--- config.mk ---
export PLATFORM = sky130hd
export DESIGN_NAME = flash_host
export DESIGN_NICKNAME = d
export VERILOG_FILES = /design/src/flash_host_pkg.sv /design/src/flash_bus_cycle.sv /design/src/flash_host.sv
export SDC_FILE = /design/constraint.sdc
export NUM_CORES = 1
export LEC_CHECK = 0
export ABC_AREA = 1
export BUFFER_PORTS_ARGS = -buffer_cell sky130_fd_sc_hd__buf_2
export CAP_MARGIN = 15
export CORE_UTILIZATION = 40
export CTS_CLUSTER_SIZE = 28
export DETAILED_ROUTE_END_ITERATION = 7
export PLACE_DENSITY = 0.72
export SYNTH_ARGS = -nofsm -noshare
export SYNTH_HDL_FRONTEND = slang
export SYNTH_SLANG_ARGS = --single-unit
--- constraint.sdc ---
create_clock -name ref_clk_i -period 1.7 [get_ports ref_clk_i]
set_clock_uncertainty 0.05 [all_clocks]
set_input_delay 0.425 -clock ref_clk_i [delete_from_list [all_inputs] [get_ports ref_clk_i]]
set_output_delay 0.425 -clock ref_clk_i [all_outputs]
set_load 0.01 [all_outputs]
--- src/flash_host_pkg.sv ---
// package of constants and types for the parallel flash host controller
// Function
// device drives data only when selected and read-enabled; the model drives the inverse of its last read otherwise
// write when write strobe low, select low, output high
// address on later fall, data on earlier rise
// command latch never alters array directly
// deselected device keeps outputs high impedance; the model drives the inverse of its last read instead
// output enable high disables device drivers; the model then drives the inverse of its last read
// id voltage returns id byte per byte select
// id bytes carry odd parity in top bit
// host holds id page select low for id
// long reset pulse aborts and returns to read
// host restarts operation interrupted by reset; code redoes nothing, only answers after recovery
// device powers up in read state
// power-up with write asserted accepts no command
// control glitches under 10 ns start no write
// bad or misordered cycle returns to read mode
// after id entry, address 00 maker, 01 device
// program is four cycles, starts at last rise
// program done when poll bit equals written bit
// commands during program are ignored
// program only clears bits; erase sets them
// chip erase six cycles; done when poll reads one
// sector erase six cycles, sector address last
// unlock 5555/aa, 2aaa/55, then command codes
// poll bit complemented while program, zero while erase
// toggle bit flips on each read while busy
// locked boot sector erase does nothing, returns read
// id voltage is one digital qualifier input
package flash_host_pkg;

  // ****************************************************************
  // widths and command codes
  // ****************************************************************
  localparam int ADDR_W = 18;
  localparam int DATA_W = 8;
  localparam logic [ADDR_W-1:0] UNLOCK1_ADDR = 18'h05555;
  localparam logic [ADDR_W-1:0] UNLOCK2_ADDR = 18'h02aaa;
  localparam logic [DATA_W-1:0] UNLOCK1_DATA = 8'haa;
  localparam logic [DATA_W-1:0] UNLOCK2_DATA = 8'h55;
  localparam logic [DATA_W-1:0] CMD_PROGRAM  = 8'ha0;
  localparam logic [DATA_W-1:0] CMD_ERASE    = 8'h80;
  localparam logic [DATA_W-1:0] CMD_CHIP     = 8'h10;
  localparam logic [DATA_W-1:0] CMD_SECTOR   = 8'h30;
  localparam logic [DATA_W-1:0] CMD_LOCKOUT  = 8'h40;
  localparam logic [DATA_W-1:0] CMD_ID_ENTRY = 8'h90;
  localparam logic [DATA_W-1:0] CMD_ID_EXIT  = 8'hf0;
  localparam int POLL_BIT   = 7;
  localparam int TOGGLE_BIT = 6;

  // ****************************************************************
  // timing, clock 25 mhz
  // ****************************************************************
  localparam int CLK_PERIOD_NS = 40;
  localparam int GLITCH_NS     = 10;
  localparam int SETUP_NS      = 80;  // strobe phase length, beyond glitch
  localparam int RESET_NS      = 500; // restart pulse width
  localparam int RECOVER_NS    = 200; // wait after restart release
  localparam int SETUP_CYC   = (SETUP_NS + CLK_PERIOD_NS - 1) / CLK_PERIOD_NS;
  localparam int RESET_CYC   = (RESET_NS + CLK_PERIOD_NS - 1) / CLK_PERIOD_NS;
  localparam int RECOVER_CYC = (RECOVER_NS + CLK_PERIOD_NS - 1) / CLK_PERIOD_NS;
  localparam int CNT_W       = 8;

  // ****************************************************************
  // user operations and carriers
  // ****************************************************************
  typedef enum logic [2:0] {
    OP_READ    = 3'h0,
    OP_PROGRAM = 3'h1,
    OP_CHIP    = 3'h2,
    OP_SECTOR  = 3'h3,
    OP_LOCKOUT = 3'h4,
    OP_ID_ON   = 3'h5,
    OP_ID_OFF  = 3'h6,
    OP_RESTART = 3'h7
  } op_t;

  typedef struct packed {
    op_t               op;
    logic [ADDR_W-1:0] addr;
    logic [DATA_W-1:0] data;
  } req_t;

  typedef struct packed {
    logic              ce_n;
    logic              oe_n;
    logic              we_n;
    logic              rst_n;
    logic [ADDR_W-1:0] addr;
    logic [DATA_W-1:0] dout;
    logic              doe;
  } pins_t;

endpackage

--- src/flash_bus_cycle.sv ---
// one timed bus cycle (read or write) on the flash pins
`timescale 1ns/1ps
`default_nettype none
module flash_bus_cycle (
  input  wire logic                              ref_clk_i,
  input  wire logic                              sys_rst_i,
  input  wire logic                              start_i,
  input  wire logic                              write_i,
  input  wire logic [flash_host_pkg::ADDR_W-1:0] addr_i,
  input  wire logic [flash_host_pkg::DATA_W-1:0] data_i,
  input  wire logic [flash_host_pkg::DATA_W-1:0] din_sync_i,
  output logic                                   busy_o,
  output logic                                   done_o,
  output logic [flash_host_pkg::DATA_W-1:0]      rdata_o,
  output logic                                   ce_n_o,
  output logic                                   oe_n_o,
  output logic                                   we_n_o,
  output logic [flash_host_pkg::ADDR_W-1:0]      addr_o,
  output logic [flash_host_pkg::DATA_W-1:0]      dout_o,
  output logic                                   doe_o
);
  import flash_host_pkg::*;

  // ****************************************************************
  // cycle phases
  // ****************************************************************
  typedef enum logic [3:0] {
    PH_IDLE   = 4'b0001,
    PH_SETUP  = 4'b0010,
    PH_STROBE = 4'b0100,
    PH_HOLD   = 4'b1000
  } phase_t;

  phase_t            ph_reg;   // current phase
  logic [CNT_W-1:0]  cnt_reg;  // cycles left in phase
  logic              wr_reg;   // cycle is a write

  assign busy_o = (ph_reg != PH_IDLE);

  // phase sequencing; every phase lasts at least SETUP_CYC so no strobe is a glitch
  always_ff @(posedge ref_clk_i) begin
    if (sys_rst_i) begin
      ph_reg  <= PH_IDLE;
      cnt_reg <= '0;
      wr_reg  <= 1'b0;
      done_o  <= 1'b0;
    end else begin
      done_o <= 1'b0;
      case (ph_reg)
        PH_IDLE: begin
          if (start_i) begin
            ph_reg  <= PH_SETUP;
            wr_reg  <= write_i;
            cnt_reg <= CNT_W'(SETUP_CYC);
          end
        end
        PH_SETUP: begin
          if (cnt_reg == '0) begin
            ph_reg  <= PH_STROBE;
            cnt_reg <= CNT_W'(SETUP_CYC);
          end else begin
            cnt_reg <= cnt_reg - 1'b1;
          end
        end
        PH_STROBE: begin
          if (cnt_reg == '0) begin
            ph_reg  <= PH_HOLD;
            cnt_reg <= CNT_W'(SETUP_CYC);
          end else begin
            cnt_reg <= cnt_reg - 1'b1;
          end
        end
        PH_HOLD: begin
          if (cnt_reg == '0) begin
            ph_reg <= PH_IDLE;
            done_o <= 1'b1;
          end else begin
            cnt_reg <= cnt_reg - 1'b1;
          end
        end
        default: ph_reg <= PH_IDLE;
      endcase
    end
  end

  // pin drive: chip select spans setup..hold, write strobe only in strobe phase
  always_ff @(posedge ref_clk_i) begin
    if (sys_rst_i) begin
      ce_n_o <= 1'b1;
      oe_n_o <= 1'b1;
      we_n_o <= 1'b1;
      doe_o  <= 1'b0;
      addr_o <= '0;
      dout_o <= '0;
    end else begin
      if (ph_reg == PH_IDLE && start_i) begin
        addr_o <= addr_i;
        dout_o <= data_i;
        ce_n_o <= 1'b0;
        doe_o  <= write_i;
      end
      if (ph_reg == PH_SETUP && cnt_reg == '0) begin
        // write with output enable high; read with write strobe high
        we_n_o <= ~wr_reg;
        oe_n_o <= wr_reg;
      end
      if (ph_reg == PH_STROBE && cnt_reg == '0) begin
        // strobe rises before chip select, so write-enable edge latches data
        we_n_o <= 1'b1;
        oe_n_o <= 1'b1;
      end
      if (ph_reg == PH_HOLD && cnt_reg == '0) begin
        ce_n_o <= 1'b1;
        doe_o  <= 1'b0;
      end
    end
  end

  // read data sampled at end of strobe, from already-synchronised pins
  always_ff @(posedge ref_clk_i) begin
    if (sys_rst_i) begin
      rdata_o <= '0;
    end else if (ph_reg == PH_STROBE && cnt_reg == '0 && !wr_reg) begin
      rdata_o <= din_sync_i;
    end
  end

endmodule
`default_nettype wire

--- src/flash_host.sv ---
// host controller that drives a parallel flash through its pins
`timescale 1ns/1ps
`default_nettype none
module flash_host (
  input  wire logic                              ref_clk_i,
  input  wire logic                              sys_rst_i,
  input  wire logic                              req_valid_i,
  output logic                                   req_ready_o,
  input  wire flash_host_pkg::req_t              req_i,
  output logic                                   resp_valid_o,
  output logic [flash_host_pkg::DATA_W-1:0]      resp_data_o,
  output logic                                   resp_err_o,
  output flash_host_pkg::pins_t                  pins_o,
  input  wire logic [flash_host_pkg::DATA_W-1:0] dq_i,
  output logic                                   id_high_voltage_o
);
  import flash_host_pkg::*;

  // ****************************************************************
  // sequencer states
  // ****************************************************************
  typedef enum logic [6:0] {
    ST_IDLE    = 7'b0000001,
    ST_SEQ     = 7'b0000010,
    ST_POLL    = 7'b0000100,
    ST_RESET   = 7'b0001000,
    ST_RECOVER = 7'b0010000,
    ST_ID      = 7'b0100000,
    ST_DONE    = 7'b1000000
  } state_t;

  state_t              st_reg;      // sequencer state
  req_t                req_reg;     // accepted request
  logic [2:0]          idx_reg;     // write cycle index in sequence
  logic [2:0]          len_reg;     // number of write cycles
  logic [CNT_W-1:0]    tmr_reg;     // reset and recovery timer
  logic [DATA_W-1:0]   dq_meta_reg; // first synchroniser stage
  logic [DATA_W-1:0]   dq_sync_reg; // second synchroniser stage
  logic [DATA_W-1:0]   prev_reg;    // previous poll read
  logic                first_reg;   // no previous poll read yet
  logic                id_mode_reg; // id voltage asserted
  logic                cyc_start;   // start one bus cycle
  logic                cyc_write;   // that cycle writes
  logic [ADDR_W-1:0]   cyc_addr;
  logic [DATA_W-1:0]   cyc_data;
  logic                cyc_busy;
  logic                cyc_done;
  logic [DATA_W-1:0]   cyc_rdata;
  logic                bc_ce_n;
  logic                bc_oe_n;
  logic                bc_we_n;
  logic [ADDR_W-1:0]   bc_addr;
  logic [DATA_W-1:0]   bc_dout;
  logic                bc_doe;

  // ****************************************************************
  // data pin synchroniser
  // ****************************************************************
  // device answers asynchronously; two stages before any logic looks
  always_ff @(posedge ref_clk_i) begin
    if (sys_rst_i) begin
      dq_meta_reg <= '0;
      dq_sync_reg <= '0;
    end else begin
      dq_meta_reg <= dq_i;
      dq_sync_reg <= dq_meta_reg;
    end
  end

  // ****************************************************************
  // command sequence table
  // ****************************************************************
  // address and data for write cycle idx of the accepted operation
  always_comb begin
    cyc_addr = UNLOCK1_ADDR;
    cyc_data = UNLOCK1_DATA;
    case (idx_reg)
      3'h0: begin
        cyc_addr = UNLOCK1_ADDR;
        cyc_data = UNLOCK1_DATA;
      end
      3'h1, 3'h4: begin
        cyc_addr = UNLOCK2_ADDR;
        cyc_data = UNLOCK2_DATA;
      end
      3'h2: begin
        cyc_addr = UNLOCK1_ADDR;
        case (req_reg.op)
          OP_PROGRAM: cyc_data = CMD_PROGRAM;
          OP_ID_ON:   cyc_data = CMD_ID_ENTRY;
          OP_ID_OFF:  cyc_data = CMD_ID_EXIT;
          default:    cyc_data = CMD_ERASE;
        endcase
      end
      3'h3: begin
        if (req_reg.op == OP_PROGRAM) begin
          cyc_addr = req_reg.addr;
          cyc_data = req_reg.data;
        end else begin
          cyc_addr = UNLOCK1_ADDR;
          cyc_data = UNLOCK1_DATA;
        end
      end
      3'h5: begin
        case (req_reg.op)
          OP_SECTOR: begin
            cyc_addr = req_reg.addr;
            cyc_data = CMD_SECTOR;
          end
          OP_LOCKOUT: cyc_data = CMD_LOCKOUT;
          default:    cyc_data = CMD_CHIP;
        endcase
      end
      default: begin
        cyc_addr = UNLOCK1_ADDR;
        cyc_data = UNLOCK1_DATA;
      end
    endcase
  end

  // cycle length by operation
  function automatic logic [2:0] seq_len(input op_t op);
    case (op)
      OP_PROGRAM:          seq_len = 3'h4;
      OP_ID_ON, OP_ID_OFF: seq_len = 3'h3;
      default:             seq_len = 3'h6;
    endcase
  endfunction

  // ****************************************************************
  // bus cycle launch
  // ****************************************************************
  assign req_ready_o = (st_reg == ST_IDLE);
  assign cyc_write   = (st_reg == ST_SEQ);
  // one cycle is launched only when the engine is idle and not finishing
  assign cyc_start   = !cyc_busy && !cyc_done &&
                       (st_reg == ST_SEQ || st_reg == ST_POLL || st_reg == ST_ID);

  flash_bus_cycle u_cycle (
    .ref_clk_i  (ref_clk_i),
    .sys_rst_i  (sys_rst_i),
    .start_i    (cyc_start),
    .write_i    (cyc_write),
    .addr_i     ((st_reg == ST_SEQ) ? cyc_addr : req_reg.addr),
    .data_i     (cyc_data),
    .din_sync_i (dq_sync_reg),
    .busy_o     (cyc_busy),
    .done_o     (cyc_done),
    .rdata_o    (cyc_rdata),
    .ce_n_o     (bc_ce_n),
    .oe_n_o     (bc_oe_n),
    .we_n_o     (bc_we_n),
    .addr_o     (bc_addr),
    .dout_o     (bc_dout),
    .doe_o      (bc_doe)
  );

  // ****************************************************************
  // sequencer
  // ****************************************************************
  // accepts one request, walks its cycles, polls until the device is done
  always_ff @(posedge ref_clk_i) begin
    if (sys_rst_i) begin
      st_reg       <= ST_IDLE;
      req_reg      <= '0;
      idx_reg      <= '0;
      len_reg      <= '0;
      tmr_reg      <= '0;
      prev_reg     <= '0;
      first_reg    <= 1'b1;
      resp_valid_o <= 1'b0;
      resp_data_o  <= '0;
      resp_err_o   <= 1'b0;
    end else begin
      resp_valid_o <= 1'b0;
      case (st_reg)
        ST_IDLE: begin
          if (req_valid_i) begin
            req_reg   <= req_i;
            idx_reg   <= '0;
            len_reg   <= seq_len(req_i.op);
            first_reg <= 1'b1;
            resp_err_o <= 1'b0;
            if (req_i.op == OP_RESTART) begin
              st_reg  <= ST_RESET;
              tmr_reg <= CNT_W'(RESET_CYC);
            end else if (req_i.op == OP_READ) begin
              st_reg <= ST_ID;                   // plain read cycle
            end else begin
              st_reg <= ST_SEQ;
            end
          end
        end
        ST_SEQ: begin
          if (cyc_done) begin
            if (idx_reg == len_reg - 3'h1) begin
              // id commands finish at once; program and erase run embedded
              st_reg <= (req_reg.op == OP_ID_ON || req_reg.op == OP_ID_OFF) ? ST_DONE : ST_POLL;
            end
            idx_reg <= idx_reg + 3'h1;
          end
        end
        ST_POLL: begin
          // nothing else is written while the device is busy
          if (cyc_done) begin
            first_reg <= 1'b0;
            prev_reg  <= cyc_rdata;
            // busy while toggle bit flips between reads
            if (!first_reg && (cyc_rdata[TOGGLE_BIT] == prev_reg[TOGGLE_BIT])) begin
              if (req_reg.op == OP_PROGRAM) begin
                // toggle bit has stopped; error unless the whole read byte equals the written data
                resp_err_o <= (cyc_rdata != req_reg.data);
              end else begin
                // erase ends with poll bit one; a locked boot sector stays put
                resp_err_o <= !cyc_rdata[POLL_BIT];
              end
              resp_data_o <= cyc_rdata;
              st_reg      <= ST_DONE;
            end
          end
        end
        ST_ID: begin
          if (cyc_done) begin
            resp_data_o <= cyc_rdata;
            st_reg      <= ST_DONE;
          end
        end
        ST_RESET: begin
          // hold restart long enough; any interrupted work must be redone
          if (tmr_reg == '0) begin
            st_reg  <= ST_RECOVER;
            tmr_reg <= CNT_W'(RECOVER_CYC);
          end else begin
            tmr_reg <= tmr_reg - 1'b1;
          end
        end
        ST_RECOVER: begin
          if (tmr_reg == '0) begin
            st_reg <= ST_DONE;
          end else begin
            tmr_reg <= tmr_reg - 1'b1;
          end
        end
        ST_DONE: begin
          resp_valid_o <= 1'b1;
          st_reg       <= ST_IDLE;
        end
        default: st_reg <= ST_IDLE;
      endcase
    end
  end

  // id voltage qualifier follows the id byte-read requests only
  always_ff @(posedge ref_clk_i) begin
    if (sys_rst_i) begin
      id_mode_reg <= 1'b0;
    end else if (st_reg == ST_IDLE && req_valid_i) begin
      id_mode_reg <= (req_i.op == OP_READ) && req_i.data[0];
    end
  end

  // ****************************************************************
  // pin outputs
  // ****************************************************************
  always_comb begin
    pins_o.ce_n  = bc_ce_n;
    pins_o.oe_n  = bc_oe_n;
    pins_o.we_n  = bc_we_n;
    pins_o.rst_n = (st_reg != ST_RESET);
    pins_o.addr  = bc_addr;
    if (id_mode_reg) begin
      pins_o.addr[1] = 1'b0;
    end
    pins_o.dout  = bc_dout;
    pins_o.doe   = bc_doe && bc_oe_n;             // never fight the device
  end
  assign id_high_voltage_o = id_mode_reg;

endmodule
`default_nettype wire

# Word-level counts from Yosys, hierarchy flattened
# Cells that the tools add are included.
[classes]
n_eq_ne = 45
bitwise_logic = 2
muxes = 53
add_sub_neg = 4
reduce_logical = 44
[op_table]
columns = ["op", "count"]
rows = [
  ["8-bit two-way mux", 11],
  ["7-bit two-way mux", 9],
  ["18-bit two-way mux", 3],
  ["18-bit case mux with 3 select lines", 1],
  ["8-bit case mux with 3 select lines", 2],
  ["7-bit case mux with 6 select lines", 1],
  ["8-bit case mux with 4 select lines", 1],
  ["3-bit == test, second input constant", 8],
  ["7-bit case mux with 3 select lines", 1],
  ["8-bit zero test", 2],
  ["4-bit two-way mux", 4],
  ["2-bit by 1-bit != test with 1-bit output, second input constant", 8],
  ["4-bit case mux with 4 select lines", 1],
  ["8-bit case mux with 2 select lines", 1],
  ["4-bit AND reduction", 4],
  ["8-bit by 1-bit subtractor with 8-bit output, second input constant", 2],
  ["2-bit != test, second input constant", 7],
  ["7-bit case mux with 2 select lines", 1],
  ["6-bit two-way mux", 2],
  ["3-bit case mux with 2 select lines", 2],
  ["2-bit OR reduction", 6],
  ["1-bit logical AND", 11],
  ["3-bit by 1-bit == test with 1-bit output, second input constant", 3],
  ["3-bit by 2-bit == test with 1-bit output, second input constant", 3],
  ["30 further kinds", 54],
]
[totals]
in_bits = 40
output_inout_bits = 43
elab_cells = 174
ff_bits = 137

# Logic depth before layout (Yosys ltp)
# Gate-level depths: netlist of run 1.
[depth]
word_depth = 6
ltp_mapped = 12
ltp_nobuf = 12

# Cells and area by module
# A second synthesis of run 1 with hierarchy kept.
[hier_totals]
hier_cells = 904
hier_area_um2 = 6416.2
[by_module_without_submodules]
columns = ["module", "cells_each", "instances", "area_each_um2", "seq_area_each_um2"]
rows = [
  ["flash_host", 598, 1, 4187.8, 1581.5],
  ["flash_bus_cycle", 306, 1, 2228.4, 1041.0],
]

# Worst setup path before layout of run 1
# Ideal clock, no wire load.
[synth_path]
kind = "register to register"
from = "reg u_cycle.cnt_reg[0]"
to = "reg u_cycle.rdata_o[6] in the netlist's numbering"
synth_period_minus_slack_ns = 1.720
arrival_time_ns = 1.551
stages_incl_launch_ff = 11
slack_ns = -0.020
t_required_ns = 1.531
path_buffers = 1
setup_ns = 0.119
cell_sequence = "dfxtp_1 -> inv_1 -> ha_1 -> nand2_1 -> nor2_1 -> nand2_1 -> inv_1 -> nand3b_1 -> buf_2 -> o21ai_0 -> a21oi_1"
[synth_between]
elab_chain_cells = 3
[synth_rtl]
columns = ["item", "line_no", "rtl"]
rows = [
  ["from (decl)", "flash_bus_cycle.sv:35", "logic [CNT_W-1:0] cnt_reg;"],
  ["from (signal assigned)", "flash_bus_cycle.sv:54", "cnt_reg <= CNT_W'(SETUP_CYC);"],
  ["from (signal assigned)", "flash_bus_cycle.sv:60", "cnt_reg <= CNT_W'(SETUP_CYC);"],
  ["from (signal assigned)", "flash_bus_cycle.sv:62", "cnt_reg <= cnt_reg - 1'b1;"],
  ["8-bit zero test", "flash_bus_cycle.sv:123", "end else if (ph_reg == PH_STROBE && cnt_reg == '0 && !wr_reg) begin"],
  ["1-bit logical AND (2 in a row)", "flash_bus_cycle.sv:123", ""],
  ["to (signal assigned)", "flash_bus_cycle.sv:124", "rdata_o <= din_sync_i;"],
  ["to (decl)", "flash_bus_cycle.sv:14", "output logic [flash_host_pkg::DATA_W-1:0] rdata_o,"],
]
# Every way passes these cells.
# A chain may end at the register's enable or synchronous reset.

==> results of run 1 <==
-- cell type report --
| cell class | instances | area, µm² | share of cell area [%] |
|---|---|---|---|
| clock inverters | 11 | 153 | 1.78 |
| repair buffers | 162 | 1200 | 14.0 |
| well taps | 211 | 264 | 3.07 |
| multi-input cells | 614 | 3370 | 39.2 |
| inverters | 129 | 512 | 5.96 |
| clock buffers | 21 | 450 | 5.24 |
| flip-flops and latches | 131 | 2650 | 30.8 |
-- stage by stage --
step                      hold WS (ns)  power, µW  util [%]
after global routing             0.151      14900      55.9
after CTS                        0.135      13000      52.2
final                            0.152      14100      55.9
after detailed placement         0.343       8880      47.4
after global placement           0.341       8780      47.4
after floorplan                  0.338       7340         -
-- final timing paths --
path                         end  slack (ns)  cells past startpoint
setup / recovery      pins_o[27]       -0.09                      5
hold / removal    dq_meta_reg[7]        0.15                      3
setup reg to reg       st_reg[5]       -0.04                     12
hold reg to reg   dq_sync_reg[2]        0.35                      2
-- synthesized netlist by cell type, drive strengths merged --
library cell,instances
inv,128
nor3,20
dfxtp,131
o2111ai,1
xnor2,4
o21ai,87
o21a,1
or2,1
clkbuf,21
nand4,10
buf,30
nand3,51
ha,8
clkinv,1
o211a,1
a21oi,115
nor2,118
xor2,6
nand2,176
o21bai,2
o31ai,1
o22ai,4
a21boi,3
o211ai,1
nand3b,2
a31oi,1
a211oi,1
-- routing by layer --
metal  share of wire, %  vias to the layer above  global-route usage (%)
li1                   -                     3235                       -
met1                 43                     2984                    26.9
met2                 48                      242                    35.6
met3                5.4                       46                    4.92
met4                2.9                        0                    9.20
met5                  0                        -                       0
-- worst min-delay path, delay by kind of cell --
kind,cells,cell delay [ns]
AND/OR/NAND/NOR,1,0.06
buffers and inverters,2,0.10
-- what timing repair did --
item / in CTS / in global routing
setup endpoints to repair: 13 / 93
buffers inserted: 7 / 15
hold endpoints to repair: 0 / 0
pin swaps: 8 / 32
cloned: 1 / 1
resized for setup: 27 / 141
-- kinds of logic (layout without fill, tap and decap cells) --
kind of cell,Yosys count,in the layout,synth area share (%)
DFF,131,131,41.1
AOI/OAI and AO/OA,218,218,17.7
and+or+nand+nor,378,378,26.3
xor gates and xnor gates,10,10,1.37
buffers and inverters,180,323,12.0
adders and majority gates,8,8,1.57
-- report_power, final --
| group | leakage [µW] | internal (µW) | switching (µW) |
|---|---|---|---|
| Clock | 0.000284 | 2350 | 1390 |
| Combinational | 0.00246 | 2470 | 3730 |
| Sequential | 0.00107 | 3700 | 428 |
==> results.txt, run 1 <==
----------------------------------------------------
[Run status]
  Run status ... finished, violations left
  Violated checks ... setup timing

[Clock tree]
  Maximum level of the CTS H-tree ... 4
  Number of sinks handled by clock tree synthesis ... 131
  Clock latency reported for the late side of the worst-skew pair ... 0.42 ns
  Cell at the root of the clock tree ... clkbuf_16
  Total CTS buffers ... 17
  Clock tree from TritonCTS ... built
  CTS clock-pin slew for the worst setup and hold paths ... 0.06 ns
  Number of buffers on the longest clock path ... 2
  Hold bufs inserted after CTS ... 0

[Global routing]
  Vias in the first global route ... 5864
  Residual overflow from global routing ... 0
  Pin count of the biggest net entering global routing ... 63
  Global-route wire length before repair ... 27800 µm
  Number of antenna violations at the first check in global routing ... 0
  Global-route total usage across every layer ... 21.5%

[Floorplanning]
  Number of ports placed on the die boundary ... 83
  Die span in x ... 128 µm
  Die Area ... 16500 µm²
  Starting utilization of the core area ... 41.5%
  Vertical die dimension ... 128 µm
  Placeable core region ... 15400 µm²
  Site row count ... 45

[Finish]
  NumNets Final ... 1103
  Commonest non-fill, non-tap cells in the layout ... nand2_1 (153), dfxtp_1 (121), inv_1 (109)
  Commonest non-fill, non-tap cell in the layout ... nand2_1
  Area growth from synthesis to layout ... 34.6%
  Share of final-layout standard cells stronger than drive strength 1 ... 29.0%
  Antenna cell count ... 0
  Final-layout fill cell count ... 1356
  Finished Layout Cells ... 1279
  Final instance area ... 8590 µm²
  Flip-flop count of the largest register after layout ... 29

[Timing]
  Final worst path period need ... 1.79 ns
  Final setup vio count ... 6
  Setup TNS ... -0.280 ns
  Worst slew margin relative to its limit ... 77.7%
  Post-route fraction of the period consumed by the critical path ... 105%
  Max Transition Viols Final ... 0
  Unrepaired setup endpoints after global routing ... true
  Final worst slack ... -0.0902 ns
  Actual slew at the worst max-slew pin ... 0.334 ns
  Fmax achieved ... 559 MHz
  Hold Violations, Final ... 0

[Route]
  Average wire per standard cell ... 14.1 µm
  Detailed Route WL ... 18100 µm
  Via-to-Cell Ratio ... 5.09
  Antenna violation net count after detailed routing ... 0
  Post-route DRC violation count ... 0
  Total via count in the routed design ... 6507
  Detailed Routing Iterations Pass 1 ... 6
  Initial drt markers ... 554

[Critical path]
  Cell with the biggest individual delay on the critical path ... dfxtp_4
  Cell type group with the largest total delay on the critical path ... flip-flops
  Origin of the worst setup path ... st_reg[0]
  Library cell appearing most often on the critical path ... nor2_4
  Required time at the endpoint of the critical path ... 1.22 ns
  Type of the worst setup path ... reg -> out
  Number of buffers and inverters on the critical path ... 2
  Worst stage delay on the critical path ... 0.36 ns
  Reg-to-reg startpoint ... st_reg[6]
  Worst setup EP type ... output pin
  Arrival time at the worst endpoint ... 1.32 ns
  Worst-path fanout max ... 4
  Element type at the critical path start ... flip-flop
  Worst-path cell chain ... nor2_4 -> nand2_2 -> nor2_4 -> inv_2 -> buf_6

[Synth]
  Count of state elements after synthesis ... 131
  Share of the synthesized area in the top cell type ... 41.1%
  Dominant cell type by area after synthesis ... dfxtp_1
  Average cell area after synthesis ... 6.90 µm²
  Yosys warns ... 0
  Top cells by area in the synthesized netlist ... dfxtp_1 (41%), nand2_1 (9.6%), a21oi_1 (9.0%), inv_1 (6.9%), o21ai_0 (6.4%)
  Number of library cell types mapped by synthesis ... 38
  Total nets after synthesis ... 973
  Post-synthesis instance total ... 925
  Combined area of all synthesized cells ... 6380 µm²
  Sequential-to-total area share from yosys stat ... 41.1%

[Placed design]
  Placement Cell Area ... 7290 µm²
  Instance count after placement with tap cells included ... 1225
  Setup slack at placement ... -0.0444 ns
  Hpwl dp ... 11600 µm
  Quantity of I/O buffers inserted on ports ... 82
  GPL Wtd Cong ... 0.896

[Pwr]
  Power per standard cell area ... 1640 nW/µm²
  VDD IR max ... 811 µV
  Leak pwr ... 0.00382 µW

[Flow run]
  Max Cap Viol ... 0

[Hold path]
  Path type of the worst min-delay path ... in -> reg
  Hold path startpoint ... dq_i[7]

----------------------------------------------------
Note: power is estimated with default switching activity, not from simulation.
==> run 2: changes to the inputs <==
Settings changed: SETUP_SLACK_MARGIN set to 0.1.
==> results.txt, run 2 (synthesis gave the netlist of run 1 again) <==
----------------------------------------------------
[Floorplanning]
  Starting utilization of the core area ... 41.5% (unchanged)
  Die Area ... 16500 µm² (unchanged)
  Vertical die dimension ... 128 µm (unchanged)
  Number of ports placed on the die boundary ... 83 (unchanged)
  Placeable core region ... 15400 µm² (unchanged)
  Site row count ... 45 (unchanged)
  Die span in x ... 128 µm (unchanged)

[Timing]
  Unrepaired setup endpoints after global routing ... true
  Final worst path period need ... 1.80 ns (+0.0145 ns)
  Max Transition Viols Final ... 0 (unchanged)
  Post-route fraction of the period consumed by the critical path ... 106% (+0.86 points)
  Setup TNS ... -1.22 ns (-0.937 ns)
  Worst slew margin relative to its limit ... 71.5% (-6.2 points)
  Min Hold Slack ... 0.142 ns (-0.0102 ns)
  Final worst slack ... -0.105 ns (-0.0145 ns)
  Actual slew at the worst max-slew pin ... 0.427 ns (+0.0929 ns)
  Final setup vio count ... 34 (+28)
  Hold Violations, Final ... 0 (unchanged)
  Fmax achieved ... 554 MHz (-0.81%)

[Clock tree]
  Total CTS buffers ... 17 (unchanged)
  Maximum level of the CTS H-tree ... 4 (unchanged)
  Number of sinks handled by clock tree synthesis ... 131 (unchanged)
  Number of buffers on the longest clock path ... 2 (unchanged)
  CTS clock-pin slew for the worst setup and hold paths ... 0.06 ns (about the same)
  Hold bufs inserted after CTS ... 0 (unchanged)
  Clock latency reported for the late side of the worst-skew pair ... 0.43 ns (about the same)
  Cell at the root of the clock tree ... clkbuf_16
  Clock tree from TritonCTS ... built

[Placed design]
  Instance count after placement with tap cells included ... 1224 (-0.082%)
  Hpwl dp ... 11400 µm (-1.1%)
  GPL Wtd Cong ... 0.902 (+0.65%)
  Quantity of I/O buffers inserted on ports ... 82 (unchanged)
  Placement Cell Area ... 7260 µm² (-0.39%)

[Finish]
  FF/Latch Area ... 2650 µm² (+0.14%)
  Final instance area ... 9620 µm² (+12%)
  Commonest non-fill, non-tap cell in the layout ... nand2_1
  Final-layout fill cell count ... 1167 (-14%)
  Flip-flop count of the largest register after layout ... 29 (unchanged)
  NumNets Final ... 1129 (+2.4%)
  Antenna cell count ... 0 (unchanged)
  Total area of multi-input combinational cells ... 4010 µm² (+19%)
  Share of final-layout standard cells stronger than drive strength 1 ... 43.1% (+14 points)
  Finished Layout Cells ... 1304 (+2.0%)
  Area growth from synthesis to layout ... 50.8%
  Commonest non-fill, non-tap cells in the layout ... nand2_1 (126), dfxtp_1 (116), inv_1 (104)

[Route]
  Total via count in the routed design ... 6948 (+6.8%)
  Detailed Routing Iterations Pass 1 ... 5 (-1)
  Antenna violation net count after detailed routing ... 0 (unchanged)
  Post-route DRC violation count ... 0 (unchanged)
  Average wire per standard cell ... 16.5 µm (+17%)
  Via-to-Cell Ratio ... 5.33 (+4.7%)
  Initial drt markers ... 702 (+27%)
  Detailed Route WL ... 21600 µm (+20%)

[Critical path]
  Worst setup EP type ... output pin
  Type of the worst setup path ... reg -> out
  Arrival time at the worst endpoint ... 1.33 ns (about the same)
  Element type at the critical path start ... flip-flop
  Worst reg-to-reg path cell count ... 10 (-2)
  Required time at the endpoint of the critical path ... 1.22 ns (about the same)
  Worst-path fanout max ... 4 (unchanged)

[Run status]
  Violated checks ... setup timing
  Run status ... finished, violations left

[Global routing]
  Vias in the first global route ... 5844 (-0.34%)
  Residual overflow from global routing ... 0 (unchanged)
  Pin count of the biggest net entering global routing ... 63 (unchanged)
  Global-route total usage across every layer ... 22.2% (+0.61 points)
  Number of antenna violations at the first check in global routing ... 0 (unchanged)
  Global-route wire length before repair ... 28500 µm (+2.7%)

[Pwr]
  Total Power Consumption ... 16500 µW (+17%)
  Power per standard cell area ... 1710 nW/µm² (+4.3%)
  VDD IR max ... 877 µV (+8.2%)
  Leak pwr ... 0.00415 µW (+8.7%)

[Hold path]
  Number of stages on the worst hold path ... 3 (unchanged)
  Path type of the worst min-delay path ... in -> reg

[Flow run]
  Max Cap Viol ... 0 (unchanged)

----------------------------------------------------
run 2: changes by cell type in the layout (fill, tap and decap cells not counted), sizes merged:
cell / change
buf: +22
clkbuf: +2
nand3: +1
clkinvlp: +1
inv: -3
clkinv: +2
run 2: power by group:
part | total (µW) | internal, µW | switching [µW] | leakage (µW)
clock network | 3770 | 2340 | 1420 | 0.000279
logic | 8490 | 3690 | 4800 | 0.00280
registers | 4200 | 3700 | 501 | 0.00107
run 2: layer usage:
layer	routed length, µm	global-route usage [%]
met1	8650	28.2
met2	11100	36.4
met3	1250	4.92
met4	612	8.72
met5	0	0
run 2: final timing paths:
path                       start  slack [ns]                 end
setup / recovery       st_reg[2]       -0.10         req_ready_o
setup reg to reg       st_reg[5]       -0.10  u_cycle.cnt_reg[2]
hold / removal           dq_i[7]        0.14      dq_meta_reg[7]
hold reg to reg   dq_meta_reg[1]        0.35      dq_sync_reg[1]
run 2: metrics by stage:
step / setup slack [ns] / util, %
6_report: -0.105 / 62.6
5_1_grt: -0.184 / 62.6
4_1_cts: -0.0470 / 53.7
3_5_place_dp: -0.0524 / 47.2
3_3_place_gp: -0.0714 / 47.2
2_1_floorplan: 0.108 / -
run 2: cell type report:
class,instances,share of cell area [%]
inverters,129,5.43
multi-input cells,615,41.7
flip-flops and latches,131,27.5
clock buffers,20,4.64
well taps,211,2.74
clock inverters,11,1.61
repair buffers,187,16.4
run 2: timing repair:
item / 4_1_cts / 5_1_grt
pin swaps: 21 / 83
endpoints found under the setup margin: 96 / 102
buffers inserted: 11 / 31
gates resized for setup: 80 / 316
cloned: 1 / 7
run 2: worst max-delay path, stage by stage, from the launching register on:
cell and delay [ns]:
dfxtp_4 0.37, nor2_4 0.13, nand3_2 0.12, nor2_4 0.16
buf_6 0.12
